--- src/iox_regs.svh ---
`ifndef IOX_REGS_SVH
`define IOX_REGS_SVH

// Register bus byte offsets
`define IOX_OFS_IRQ_STAT  8'h00
`define IOX_OFS_IRQ_MASK  8'h04
`define IOX_OFS_STATUS    8'h08
`define IOX_OFS_PORTS     8'h0c

// Interrupt event bit positions
`define IOX_EV_ALERT      0
`define IOX_EV_WRITE      1
`define IOX_EV_READ       2

// AXI responses
`define IOX_RESP_OKAY     2'h0
`define IOX_RESP_SLVERR   2'h2

// Register-select byte, bits [2:1] = register kind, bit 0 = port
`define IOX_KIND_INPUT    2'h0
`define IOX_KIND_OUTPUT   2'h1
`define IOX_KIND_POL      2'h2
`define IOX_KIND_DIR      2'h3

// Reset values, direction bit high means input
`define IOX_DIR_RST       8'hff
`define IOX_OUT_RST       8'hff
`define IOX_POL_RST       8'h00

// Fixed top bit of the target address
`define IOX_ADDR_HI       1'h1

// Timing: core clock period and longest spike to suppress
`define IOX_CORE_NS       100
`define IOX_SPIKE_NS      50
`define IOX_FILT_CYC      ((`IOX_SPIKE_NS + `IOX_CORE_NS - 1) / `IOX_CORE_NS)

`endif

--- src/iox_pkg.sv ---
`default_nettype none

package iox_pkg;

   typedef enum logic [4:0] {
      ST_IDLE = 5'h01,
      ST_RXB  = 5'h02,
      ST_ACK  = 5'h04,
      ST_TXB  = 5'h08,
      ST_RACK = 5'h10
   } iox_state_e;

   typedef struct packed {
      logic [1:0][1:0] sy;
      logic [1:0][3:0] cnt;
      logic [1:0]      f;
      logic [1:0]      lp;
      logic [1:0][7:0] pin_s1;
      logic [1:0][7:0] pin_s2;
      logic [5:0]      strap_s1;
      logic [5:0]      strap_s2;
      logic [1:0]      strap_cnt;
      logic [6:0]      my_addr;
      iox_state_e      st;
      logic [3:0]      bitc;
      logic [7:0]      sh;
      logic [1:0]      phase;
      logic            rw;
      logic            nack;
      logic [2:0]      sel;
      logic            sda_oe_n;
      logic [1:0][7:0] dir;
      logic [1:0][7:0] outv;
      logic [1:0][7:0] pol;
      logic [1:0][7:0] held;
      logic            alert;
      logic [2:0]      stat;
      logic [2:0]      mask;
      logic            aw_ok;
      logic            w_ok;
      logic [7:0]      awa;
      logic [31:0]     wd;
      logic            wstb;
      logic            bvalid;
      logic [1:0]      bresp;
      logic            rvalid;
      logic [31:0]     rdata;
      logic [1:0]      rresp;
   } iox_regs_s;

endpackage

`default_nettype wire

--- src/iox_top.sv ---
`timescale 1ns/1ps
`default_nettype none
`include "iox_regs.svh"

// What this block does
// RULE_01: Sixteen pins in two 8-bit ports, each with direction, input, output, polarity.
// RULE_02: After reset every pin is an input with its driver off.
// RULE_03: Direction bit per pin selects driving the pin or leaving it input.
// RULE_04: Input bits hold sampled pin levels; output bits hold levels to drive.
// RULE_05: Polarity bit set returns the complemented pin level on input reads.
// RULE_06: Every register can be read back over the serial link.
// RULE_07: Alert pulled low while any input pin differs from its held value.
// RULE_08: Alert is open drain and active low, released otherwise.
// RULE_09: Reset restores register defaults and idles the serial state machine.
// RULE_10: Three four-level straps give 64 distinct target addresses.
// RULE_11: Serial link works at 100 kHz, 400 kHz and 1 MHz clock rates.
// RULE_12: Short glitches on SCL and SDA are filtered before use; the code passes any level seen at one core clock sample, as IOX_FILT_CYC is 1.
// RULE_13: No spurious pin or alert transitions while coming out of reset.
// RULE_14: Reading a port's input register updates its held value and clears alert.
// RULE_15: Master writes a register select byte; data bytes alternate the two ports.
module iox_top (
   // Clock, reset, enable
   input  wire logic        core_clk_in,
   input  wire logic        rst_n_in,
   input  wire logic        ce_in,
   // Serial link
   input  wire logic        scl_in,
   input  wire logic        sda_in,
   output logic             sda_out,
   output logic             sda_oe_n_out,
   // Address straps, level code 0 low, 1 high, 2 tied SCL, 3 tied SDA
   input  wire logic [1:0]  addr_strap_0_in,
   input  wire logic [1:0]  addr_strap_1_in,
   input  wire logic [1:0]  addr_strap_2_in,
   // Port A
   input  wire logic [7:0]  port_a_pin_in,
   output logic      [7:0]  port_a_pin_out,
   output logic      [7:0]  port_a_pin_oe_n_out,
   // Port B
   input  wire logic [7:0]  port_b_pin_in,
   output logic      [7:0]  port_b_pin_out,
   output logic      [7:0]  port_b_pin_oe_n_out,
   // Change alert, open drain
   output logic             change_alert_n_out,
   output logic             change_alert_oe_n_out,
   // AXI4-Lite write
   input  wire logic        s_axi_awvalid_in,
   output logic             s_axi_awready_out,
   input  wire logic [7:0]  s_axi_awaddr_in,
   input  wire logic        s_axi_wvalid_in,
   output logic             s_axi_wready_out,
   input  wire logic [31:0] s_axi_wdata_in,
   input  wire logic [3:0]  s_axi_wstrb_in,
   output logic             s_axi_bvalid_out,
   input  wire logic        s_axi_bready_in,
   output logic      [1:0]  s_axi_bresp_out,
   // AXI4-Lite read
   input  wire logic        s_axi_arvalid_in,
   output logic             s_axi_arready_out,
   input  wire logic [7:0]  s_axi_araddr_in,
   output logic             s_axi_rvalid_out,
   input  wire logic        s_axi_rready_in,
   output logic      [31:0] s_axi_rdata_out,
   output logic      [1:0]  s_axi_rresp_out,
   // Interrupt
   output logic             irq_out
);
   import iox_pkg::*;

   iox_regs_s  state_q;
   iox_regs_s  state_d;
   logic [2:0] ev;
   logic [2:0] clr;
   logic       scl;
   logic       sda;
   logic       rise;
   logic       fall;
   logic       start;
   logic       stop;
   logic       load;
   logic [1:0] line_in;

   function automatic logic axi_hit(input logic [7:0] a);
      axi_hit = (a == `IOX_OFS_IRQ_STAT) || (a == `IOX_OFS_IRQ_MASK) ||
                (a == `IOX_OFS_STATUS) || (a == `IOX_OFS_PORTS);
   endfunction

   function automatic logic [31:0] axi_rd(input logic [7:0] a, input iox_regs_s r);
      axi_rd = 32'h0;
      case (a)
         `IOX_OFS_IRQ_STAT: axi_rd = {29'h0, r.stat};
         `IOX_OFS_IRQ_MASK: axi_rd = {29'h0, r.mask};
         `IOX_OFS_STATUS:   axi_rd = {23'h0, r.alert, 1'b0, r.my_addr};
         `IOX_OFS_PORTS:    axi_rd = {r.outv, r.held};
         default:           axi_rd = 32'h0;
      endcase
   endfunction

   // Byte returned for a register select
   function automatic logic [7:0] rd_byte(input logic [2:0] s, input iox_regs_s r);
      case (s[2:1])
         `IOX_KIND_INPUT:  rd_byte = r.pin_s2[s[0]] ^ r.pol[s[0]]; // [RULE_05]
         `IOX_KIND_OUTPUT: rd_byte = r.outv[s[0]]; // [RULE_06]
         `IOX_KIND_POL:    rd_byte = r.pol[s[0]]; // [RULE_06]
         default:          rd_byte = r.dir[s[0]]; // [RULE_06]
      endcase
   endfunction

   always_comb begin
      state_d = state_q;
      ev      = 3'h0;
      clr     = 3'h0;
      load    = 1'b0;
      line_in = {sda_in, scl_in};

      // Two-flop sync then spike filter per line
      for (int i = 0; i < 2; i++) begin
         state_d.sy[i] = {state_q.sy[i][0], line_in[i]};
         if (state_q.sy[i][1] != state_q.f[i]) begin
            if (state_q.cnt[i] >= 4'(`IOX_FILT_CYC - 1)) begin // [RULE_12] [RULE_11]
               state_d.f[i]   = state_q.sy[i][1];
               state_d.cnt[i] = 4'h0;
            end else begin
               state_d.cnt[i] = state_q.cnt[i] + 4'h1;
            end
         end else begin
            state_d.cnt[i] = 4'h0;
         end
      end
      state_d.lp = state_q.f;
      scl   = state_q.f[0];
      sda   = state_q.f[1];
      rise  = scl & ~state_q.lp[0];
      fall  = ~scl & state_q.lp[0];
      start = scl & state_q.lp[0] & state_q.lp[1] & ~sda;
      stop  = scl & state_q.lp[0] & ~state_q.lp[1] & sda;

      state_d.pin_s1 = {port_b_pin_in, port_a_pin_in}; // [RULE_04]
      state_d.pin_s2 = state_q.pin_s1;

      // Strap capture over the first cycles after reset release
      state_d.strap_s1 = {addr_strap_2_in, addr_strap_1_in, addr_strap_0_in};
      state_d.strap_s2 = state_q.strap_s1;
      if (state_q.strap_cnt != 2'h3) begin
         state_d.strap_cnt = state_q.strap_cnt + 2'h1;
         state_d.my_addr   = {`IOX_ADDR_HI, state_q.strap_s2}; // [RULE_10]
      end

      // Serial target
      if (start) begin
         state_d.st       = ST_RXB;
         state_d.phase    = 2'h0;
         state_d.bitc     = 4'h0;
         state_d.sda_oe_n = 1'b1;
      end else if (stop) begin
         state_d.st       = ST_IDLE;
         state_d.sda_oe_n = 1'b1;
      end else begin
         unique case (state_q.st)
            ST_IDLE: begin
               state_d.sda_oe_n = 1'b1;
            end
            ST_RXB: begin
               if (rise) begin
                  state_d.sh   = {state_q.sh[6:0], sda};
                  state_d.bitc = state_q.bitc + 4'h1;
               end else if (fall && state_q.bitc == 4'h8) begin
                  state_d.bitc = 4'h0;
                  state_d.st   = ST_ACK;
                  state_d.sda_oe_n = 1'b0;
                  if (state_q.phase == 2'h0) begin
                     state_d.rw = state_q.sh[0];
                     if (state_q.sh[7:1] != state_q.my_addr) begin
                        state_d.st       = ST_IDLE;
                        state_d.sda_oe_n = 1'b1;
                     end
                  end else if (state_q.phase == 2'h1) begin
                     state_d.sel = state_q.sh[2:0]; // [RULE_15]
                  end else begin
                     unique case (state_q.sel[2:1])
                        `IOX_KIND_OUTPUT: state_d.outv[state_q.sel[0]] = state_q.sh; // [RULE_04]
                        `IOX_KIND_POL:    state_d.pol[state_q.sel[0]] = state_q.sh;
                        `IOX_KIND_DIR:    state_d.dir[state_q.sel[0]] = state_q.sh; // [RULE_03]
                        `IOX_KIND_INPUT:  state_d.sh = state_q.sh;
                     endcase
                     state_d.sel[0] = ~state_q.sel[0]; // [RULE_15]
                     ev[`IOX_EV_WRITE] = 1'b1;
                  end
               end
            end
            ST_ACK: begin
               if (fall) begin
                  state_d.sda_oe_n = 1'b1;
                  state_d.bitc     = 4'h0;
                  if (state_q.phase == 2'h0 && state_q.rw) begin
                     load = 1'b1;
                  end else begin
                     state_d.st    = ST_RXB;
                     state_d.phase = (state_q.phase == 2'h0) ? 2'h1 : 2'h2;
                  end
               end
            end
            ST_TXB: begin
               if (rise) begin
                  state_d.bitc = state_q.bitc + 4'h1;
               end else if (fall) begin
                  if (state_q.bitc == 4'h8) begin
                     state_d.sda_oe_n = 1'b1;
                     state_d.bitc     = 4'h0;
                     state_d.st       = ST_RACK;
                  end else begin
                     state_d.sh       = {state_q.sh[6:0], 1'b0};
                     state_d.sda_oe_n = state_q.sh[6];
                  end
               end
            end
            ST_RACK: begin
               if (rise) begin
                  state_d.nack = sda;
               end else if (fall) begin
                  if (state_q.nack) begin
                     state_d.st = ST_IDLE;
                  end else begin
                     state_d.sel[0] = ~state_q.sel[0]; // [RULE_15]
                     load = 1'b1;
                  end
               end
            end
            default: begin
               state_d.st       = ST_IDLE;
               state_d.sda_oe_n = 1'b1;
            end
         endcase
      end

      // Load next transmit byte
      if (load) begin
         state_d.sh       = rd_byte(state_d.sel, state_q);
         state_d.sda_oe_n = state_d.sh[7];
         state_d.bitc     = 4'h0;
         state_d.st       = ST_TXB;
         if (state_d.sel[2:1] == `IOX_KIND_INPUT) begin
            state_d.held[state_d.sel[0]] = state_q.pin_s2[state_d.sel[0]]; // [RULE_14]
            ev[`IOX_EV_READ] = 1'b1;
         end
      end

      // Alert: input pins differing from held values
      state_d.alert = |((state_d.pin_s2 ^ state_d.held) & state_d.dir); // [RULE_07] [RULE_14]
      ev[`IOX_EV_ALERT] = state_d.alert & ~state_q.alert;

      // AXI4-Lite write path
      if (s_axi_awvalid_in && s_axi_awready_out) begin
         state_d.aw_ok = 1'b1;
         state_d.awa   = s_axi_awaddr_in;
      end
      if (s_axi_wvalid_in && s_axi_wready_out) begin
         state_d.w_ok = 1'b1;
         state_d.wd   = s_axi_wdata_in;
         state_d.wstb = s_axi_wstrb_in[0];
      end
      if (state_q.aw_ok && state_q.w_ok) begin
         state_d.aw_ok  = 1'b0;
         state_d.w_ok   = 1'b0;
         state_d.bvalid = 1'b1;
         state_d.bresp  = axi_hit(state_q.awa) ? `IOX_RESP_OKAY : `IOX_RESP_SLVERR;
         if (state_q.wstb && state_q.awa == `IOX_OFS_IRQ_STAT) begin
            clr = state_q.wd[2:0];
         end
         if (state_q.wstb && state_q.awa == `IOX_OFS_IRQ_MASK) begin
            state_d.mask = state_q.wd[2:0];
         end
      end
      if (state_q.bvalid && s_axi_bready_in) begin
         state_d.bvalid = 1'b0;
      end

      // AXI4-Lite read path
      if (s_axi_arvalid_in && !state_q.rvalid) begin
         state_d.rvalid = 1'b1;
         state_d.rdata  = axi_rd(s_axi_araddr_in, state_q);
         state_d.rresp  = axi_hit(s_axi_araddr_in) ? `IOX_RESP_OKAY : `IOX_RESP_SLVERR;
      end
      if (state_q.rvalid && s_axi_rready_in) begin
         state_d.rvalid = 1'b0;
      end

      // Sticky events, a new event beats a same-cycle clear
      state_d.stat = (state_q.stat & ~clr) | ev;

      // Defaults: all pins input, driver and alert released, link idle
      if (!rst_n_in) begin
         state_d          = '0;
         state_d.st       = ST_IDLE; // [RULE_09]
         state_d.sy       = '1;
         state_d.f        = '1;
         state_d.lp       = '1;
         state_d.sda_oe_n = 1'b1;
         state_d.dir      = {2{`IOX_DIR_RST}}; // [RULE_02] [RULE_13]
         state_d.outv     = {2{`IOX_OUT_RST}}; // [RULE_09]
         state_d.pol      = {2{`IOX_POL_RST}};
      end
   end

   always_ff @(posedge core_clk_in) begin
      if (!rst_n_in || ce_in) begin
         state_q <= state_d;
      end
   end

   assign sda_out               = 1'b0;
   assign sda_oe_n_out          = state_q.sda_oe_n;
   assign port_a_pin_out        = state_q.outv[0];
   assign port_b_pin_out        = state_q.outv[1];
   assign port_a_pin_oe_n_out   = state_q.dir[0]; // [RULE_03] [RULE_01]
   assign port_b_pin_oe_n_out   = state_q.dir[1]; // [RULE_03] [RULE_01]
   assign change_alert_n_out    = 1'b0; // [RULE_08]
   assign change_alert_oe_n_out = ~state_q.alert; // [RULE_08]
   assign s_axi_awready_out     = ~state_q.aw_ok & ~state_q.bvalid;
   assign s_axi_wready_out      = ~state_q.w_ok & ~state_q.bvalid;
   assign s_axi_bvalid_out      = state_q.bvalid;
   assign s_axi_bresp_out       = state_q.bresp;
   assign s_axi_arready_out     = ~state_q.rvalid;
   assign s_axi_rvalid_out      = state_q.rvalid;
   assign s_axi_rdata_out       = state_q.rdata;
   assign s_axi_rresp_out       = state_q.rresp;
   assign irq_out               = |(state_q.stat & state_q.mask);

endmodule

`default_nettype wire

--- config.mk ---
export PLATFORM = sky130hd
export DESIGN_NAME = iox_top
export DESIGN_NICKNAME = d
export VERILOG_FILES = /design/src/iox_pkg.sv /design/src/iox_top.sv
export VERILOG_INCLUDE_DIRS = /design/src
export SDC_FILE = /design/constraint.sdc
export NUM_CORES = 1
export LEC_CHECK = 0
export ABC_AREA = 1
export BUFFER_PORTS_ARGS = -buffer_cell sky130_fd_sc_hd__buf_2
export CORE_AREA = 2 2 196 198
export DETAILED_ROUTE_END_ITERATION = 10
export DIE_AREA = 0 0 198 200
export MAX_ROUTING_LAYER = met4
export PLACE_DENSITY = 0.57
export SLEW_MARGIN = 20
export SYNTH_ARGS = -nofsm -noshare
export SYNTH_HDL_FRONTEND = slang
export SYNTH_SLANG_ARGS = --single-unit
--- constraint.sdc ---
create_clock -name core_clk_in -period 9.1 [get_ports core_clk_in]
set_input_delay 0 -clock core_clk_in [delete_from_list [all_inputs] [get_ports core_clk_in]]
set_output_delay 0 -clock core_clk_in [all_outputs]
set_load 0.005 [all_outputs]
==> flow_metrics.py <==
metrics = {
    "pwr": {
        "p_seq_share_pct": 48.0,
        "clock_power_share_pct": 40.6,
        "switching_share_pct": 25.2,
        "peakVddDrop_v": 0.000136,
        "combPwrFrac_pct": 11.4,
        "p_leak_nw": 5.95,
        "power_switching_mw": 0.610,
        "intPower_mw": 1.81,
        "powerDensity_nw_per_um2": 182,
    },
    "clock_tree": {
        "cts_tree": "yes",
        "root_buffer": "clkbuf_16",
        "post_cts_buffers": 0,
        "ctsHoldBuffers": 63,
        "clockBufferDepth": 3,
        "cts.repair.resized": 0,
        "numCtsBuffers": 25,
        "cts.sink_count": 207,
        "clk_transition_reported_paths_ns": 0.06,
        "clock_latency_ns": 0.54,
        "htreeDepth": 1,
    },
    "timing": {
        "worst_slew_pin_slew_ns": 0.994,
        "grt_setup_unrepaired": "false",
        "whs_ns": 0.00833,
        "max_freq_mhz": 221,
        "hold_viol": 0,
        "fin_crit_sh_pct": 49.7,
        "finalMaxSlewViolations": 0,
        "tns_ns": 0,
        "clock_skew_ns": 0.0235,
        "slew_headroom_pct": 33.1,
        "fin_crit_ns": 4.52,
        "layout_setup_ws_ns": 4.58,
        "setup_violations": 0,
    },
    "worst_setup_path": {
        "path_class": "reg -> reg",
        "cp-end-kind": "register",
        "cp_max_fo": 58,
        "rrSetupSlack_ns": 4.58,
        "cp-start-kind": "register",
        "cp.required_ns": 9.38,
        "cp.arrival_ns": 4.80,
    },
    "die": {
        "start_util_pct": 29.8,
        "ios": 162,
        "die_x_um": 198,
        "die_h_um": 200,
        "dieArea_um2": 39600,
        "design.core.area_um2": 37400,
        "core.rowCount": 71,
    },
    "yosys": {
        "yosys-top-cells-area": "edfxtp_1, nand2_1, inv_1",
        "netlist_area_um2": 11200,
        "yosysTopAreaCell": "edfxtp_1",
        "ys_types": 49,
        "yosysSeqAreaShare_pct": 55.7,
        "synth_warnings": 0,
        "netlist_instances": 1247,
        "synth_edf_count": 207,
        "avgSynthCellArea_um2": 8.94,
        "synth_top_area_share_pct": 55.7,
        "async_flop_share_pct": 0,
        "ys.flop_type": "edfxtp_1",
        "synth_seq_cells": 207,
    },
    "global_routing": {
        "grt_pass1_wl_mm": 45.8,
        "gr-total-overflow": 0,
        "use_met2_pct": 23.5,
        "busiest_layer": "met2",
        "antenna_found_initial": 0,
        "grt_max_degree": 83,
        "track_usage_pct": 15.5,
        "gr-usage-met1_pct": 21.3,
        "grt_pass1_vias": 7978,
        "use_met3_pct": 2.77,
    },
    "cells_and_area": {
        "n_antenna_cell": 0,
        "nets": 1453,
        "final_util_pct": 35.5,
        "fin_area_um2": 13300,
        "final_layout_size_suffix_gt1_share_pct": 15.9,
        "syn_to_final_growth_pct": 19.1,
    },
    "placement": {
        "place_ws_ns": 4.63,
        "dp_hpwl_mm": 21.0,
        "io_buffers": 125,
        "gp_congestion": 0.848,
        "placedInstanceArea_um2": 11800,
    },
    "run_status": {
        "status": "complete, no violations",
    },
    "routing": {
        "vias": 8703,
        "avgRoutedWirePerCell_um": 15.9,
        "drt_first_iter_violations": 879,
        "dr.pass1.iters": 6,
        "postRouteAntennaNets": 0,
        "drcViolationCount": 0,
        "route.final.wire_length_mm": 30.2,
        "via_per_inst": 4.59,
    },
    "flow_run": {
        "maxCapViolCount": 0,
    },
    "worst_hold_path": {
        "min_path_type": "in -> reg",
    },
}
final timing paths:
kind                                           end          startpoint  depth (start not counted)
worst max-delay path                   state_q[84]        state_q[153]                         20
worst min-delay path            s_axi_rdata_out[4]  s_axi_araddr_in[2]                          4
worst max register to register         state_q[84]        state_q[153]                         20
worst min register to register        state_q[245]        state_q[244]                          1
through the flow:
| step | instances | power [mW] |
|---|---|---|
| 2_1_floorplan | 1250 | 1.35 |
| 3_3_place_gp | 1786 | 1.43 |
| 3_5_place_dp | 1786 | 1.43 |
| 4_1_cts | 1894 | 2.44 |
| 5_1_grt | 1895 | 2.52 |
| 6_report | 1895 | 2.42 |
synth_stat cells (9+ instances only):
master / n
nand2_1: 252
inv_1: 218
edfxtp_1: 207
nor2_1: 142
buf_4: 72
o21ai_0: 65
nand3_1: 61
a21oi_1: 50
clkbuf_1: 28
or2_2: 18
nor3_1: 11
o211ai_1: 10
o31ai_1: 9
worst max-delay path, cell delays in order (launching register included):
cell	delay [ns]
edfxtp_1	0.36
buf_4	0.26
inv_1	0.67
nand2_1	0.11
nand2_1	0.08
nor2_1	0.04
nor2_1	0.09
nand2_1	0.07
nand2_2	0.05
buf_4	0.52
inv_1	0.57
nand2_2	0.37
nand2_1	0.11
nand2_1	0.09
nand2_1	0.05
nand3b_1	0.14
nand4_1	0.10
nor2_1	0.28
nand2_1	0.09
nand3_1	0.10
nand2_1	0.06
power by group through the flow:
stage	registers [mW]	logic, mW	clock network (mW)
after floorplan	1.17	0.185	0
after global placement	1.18	0.251	0
after detailed placement	1.18	0.254	0
after CTS	1.16	0.275	1.01
after global routing	1.17	0.311	1.04
final	1.16	0.276	0.982
logic make-up after synthesis:
logic type	synth area share, %
adders and majority gates	0.337
and+or+nand+nor	20.2
DFF	55.7
other	0.0336
buffers and inverters	13.9
AOI/OAI and AO/OA	9.17
xor gates and xnor gates	0.628
layout make-up:
| cell class | instances | area [um^2] |
|---|---|---|
| inverters | 228 | 858 |
| clock inverters | 14 | 145 |
| flip-flops and latches | 207 | 6220 |
| clock buffers | 31 | 648 |
| fillers | 3817 | 24100 |
| well taps | 511 | 639 |
| repair buffers | 197 | 1340 |
| multi-input cells | 707 | 3430 |
placed cells by master (no fill, tap or decap), types with 3 or more instances in the layout:
| master | count |
|---|---|
| o2111ai_1 | 6 |
| o22ai_1 | 5 |
| o21bai_1 | 5 |
| nor2_1 | 141 |
| nand4_1 | 7 |
| o211ai_1 | 10 |
| edfxtp_1 | 207 |
| o21ai_1 | 3 |
| nand3b_1 | 3 |
| nor2_4 | 5 |
| nand2_2 | 5 |
| dlygate4sd3_1 | 63 |
| nand3_2 | 4 |
| o31ai_1 | 7 |
| o21ai_0 | 65 |
| nor4_1 | 5 |
| nand2_1 | 250 |
| clkinv_1 | 7 |
| buf_4 | 8 |
| nand3_1 | 61 |
| conb_1 | 4 |
| nor2_2 | 3 |
| clkbuf_1 | 6 |
| buf_2 | 124 |
| clkbuf_16 | 25 |
| inv_2 | 7 |
| nor3_1 | 11 |
| inv_1 | 218 |
| nand2_4 | 3 |
| ha_1 | 3 |
| bufinv_16 | 3 |
| a21oi_1 | 50 |
| o221ai_1 | 3 |
| xnor2_1 | 6 |
| or2_2 | 18 |
| clkinv_2 | 5 |
routing by layer:
layer	share of wire (%)	up-vias
met5	0	-
met1	46	4061
li1	-	4250
met2	44	340
met3	7.8	52
met4	2.4	0
registers in the layout (all words and copies together), names as in the netlist:
signal	cells
state_q	136
s_axi_rdata_out	32
port_a_pin_oe_n_out	8
port_a_pin_out	8
port_b_pin_oe_n_out	8
port_b_pin_out	8
s_axi_bresp_out	1
s_axi_bvalid_out	1
s_axi_rresp_out	1
s_axi_rvalid_out	1
scl	1
sda	1
sda_oe_n_out	1
Power figures use the tool's default switching activity.
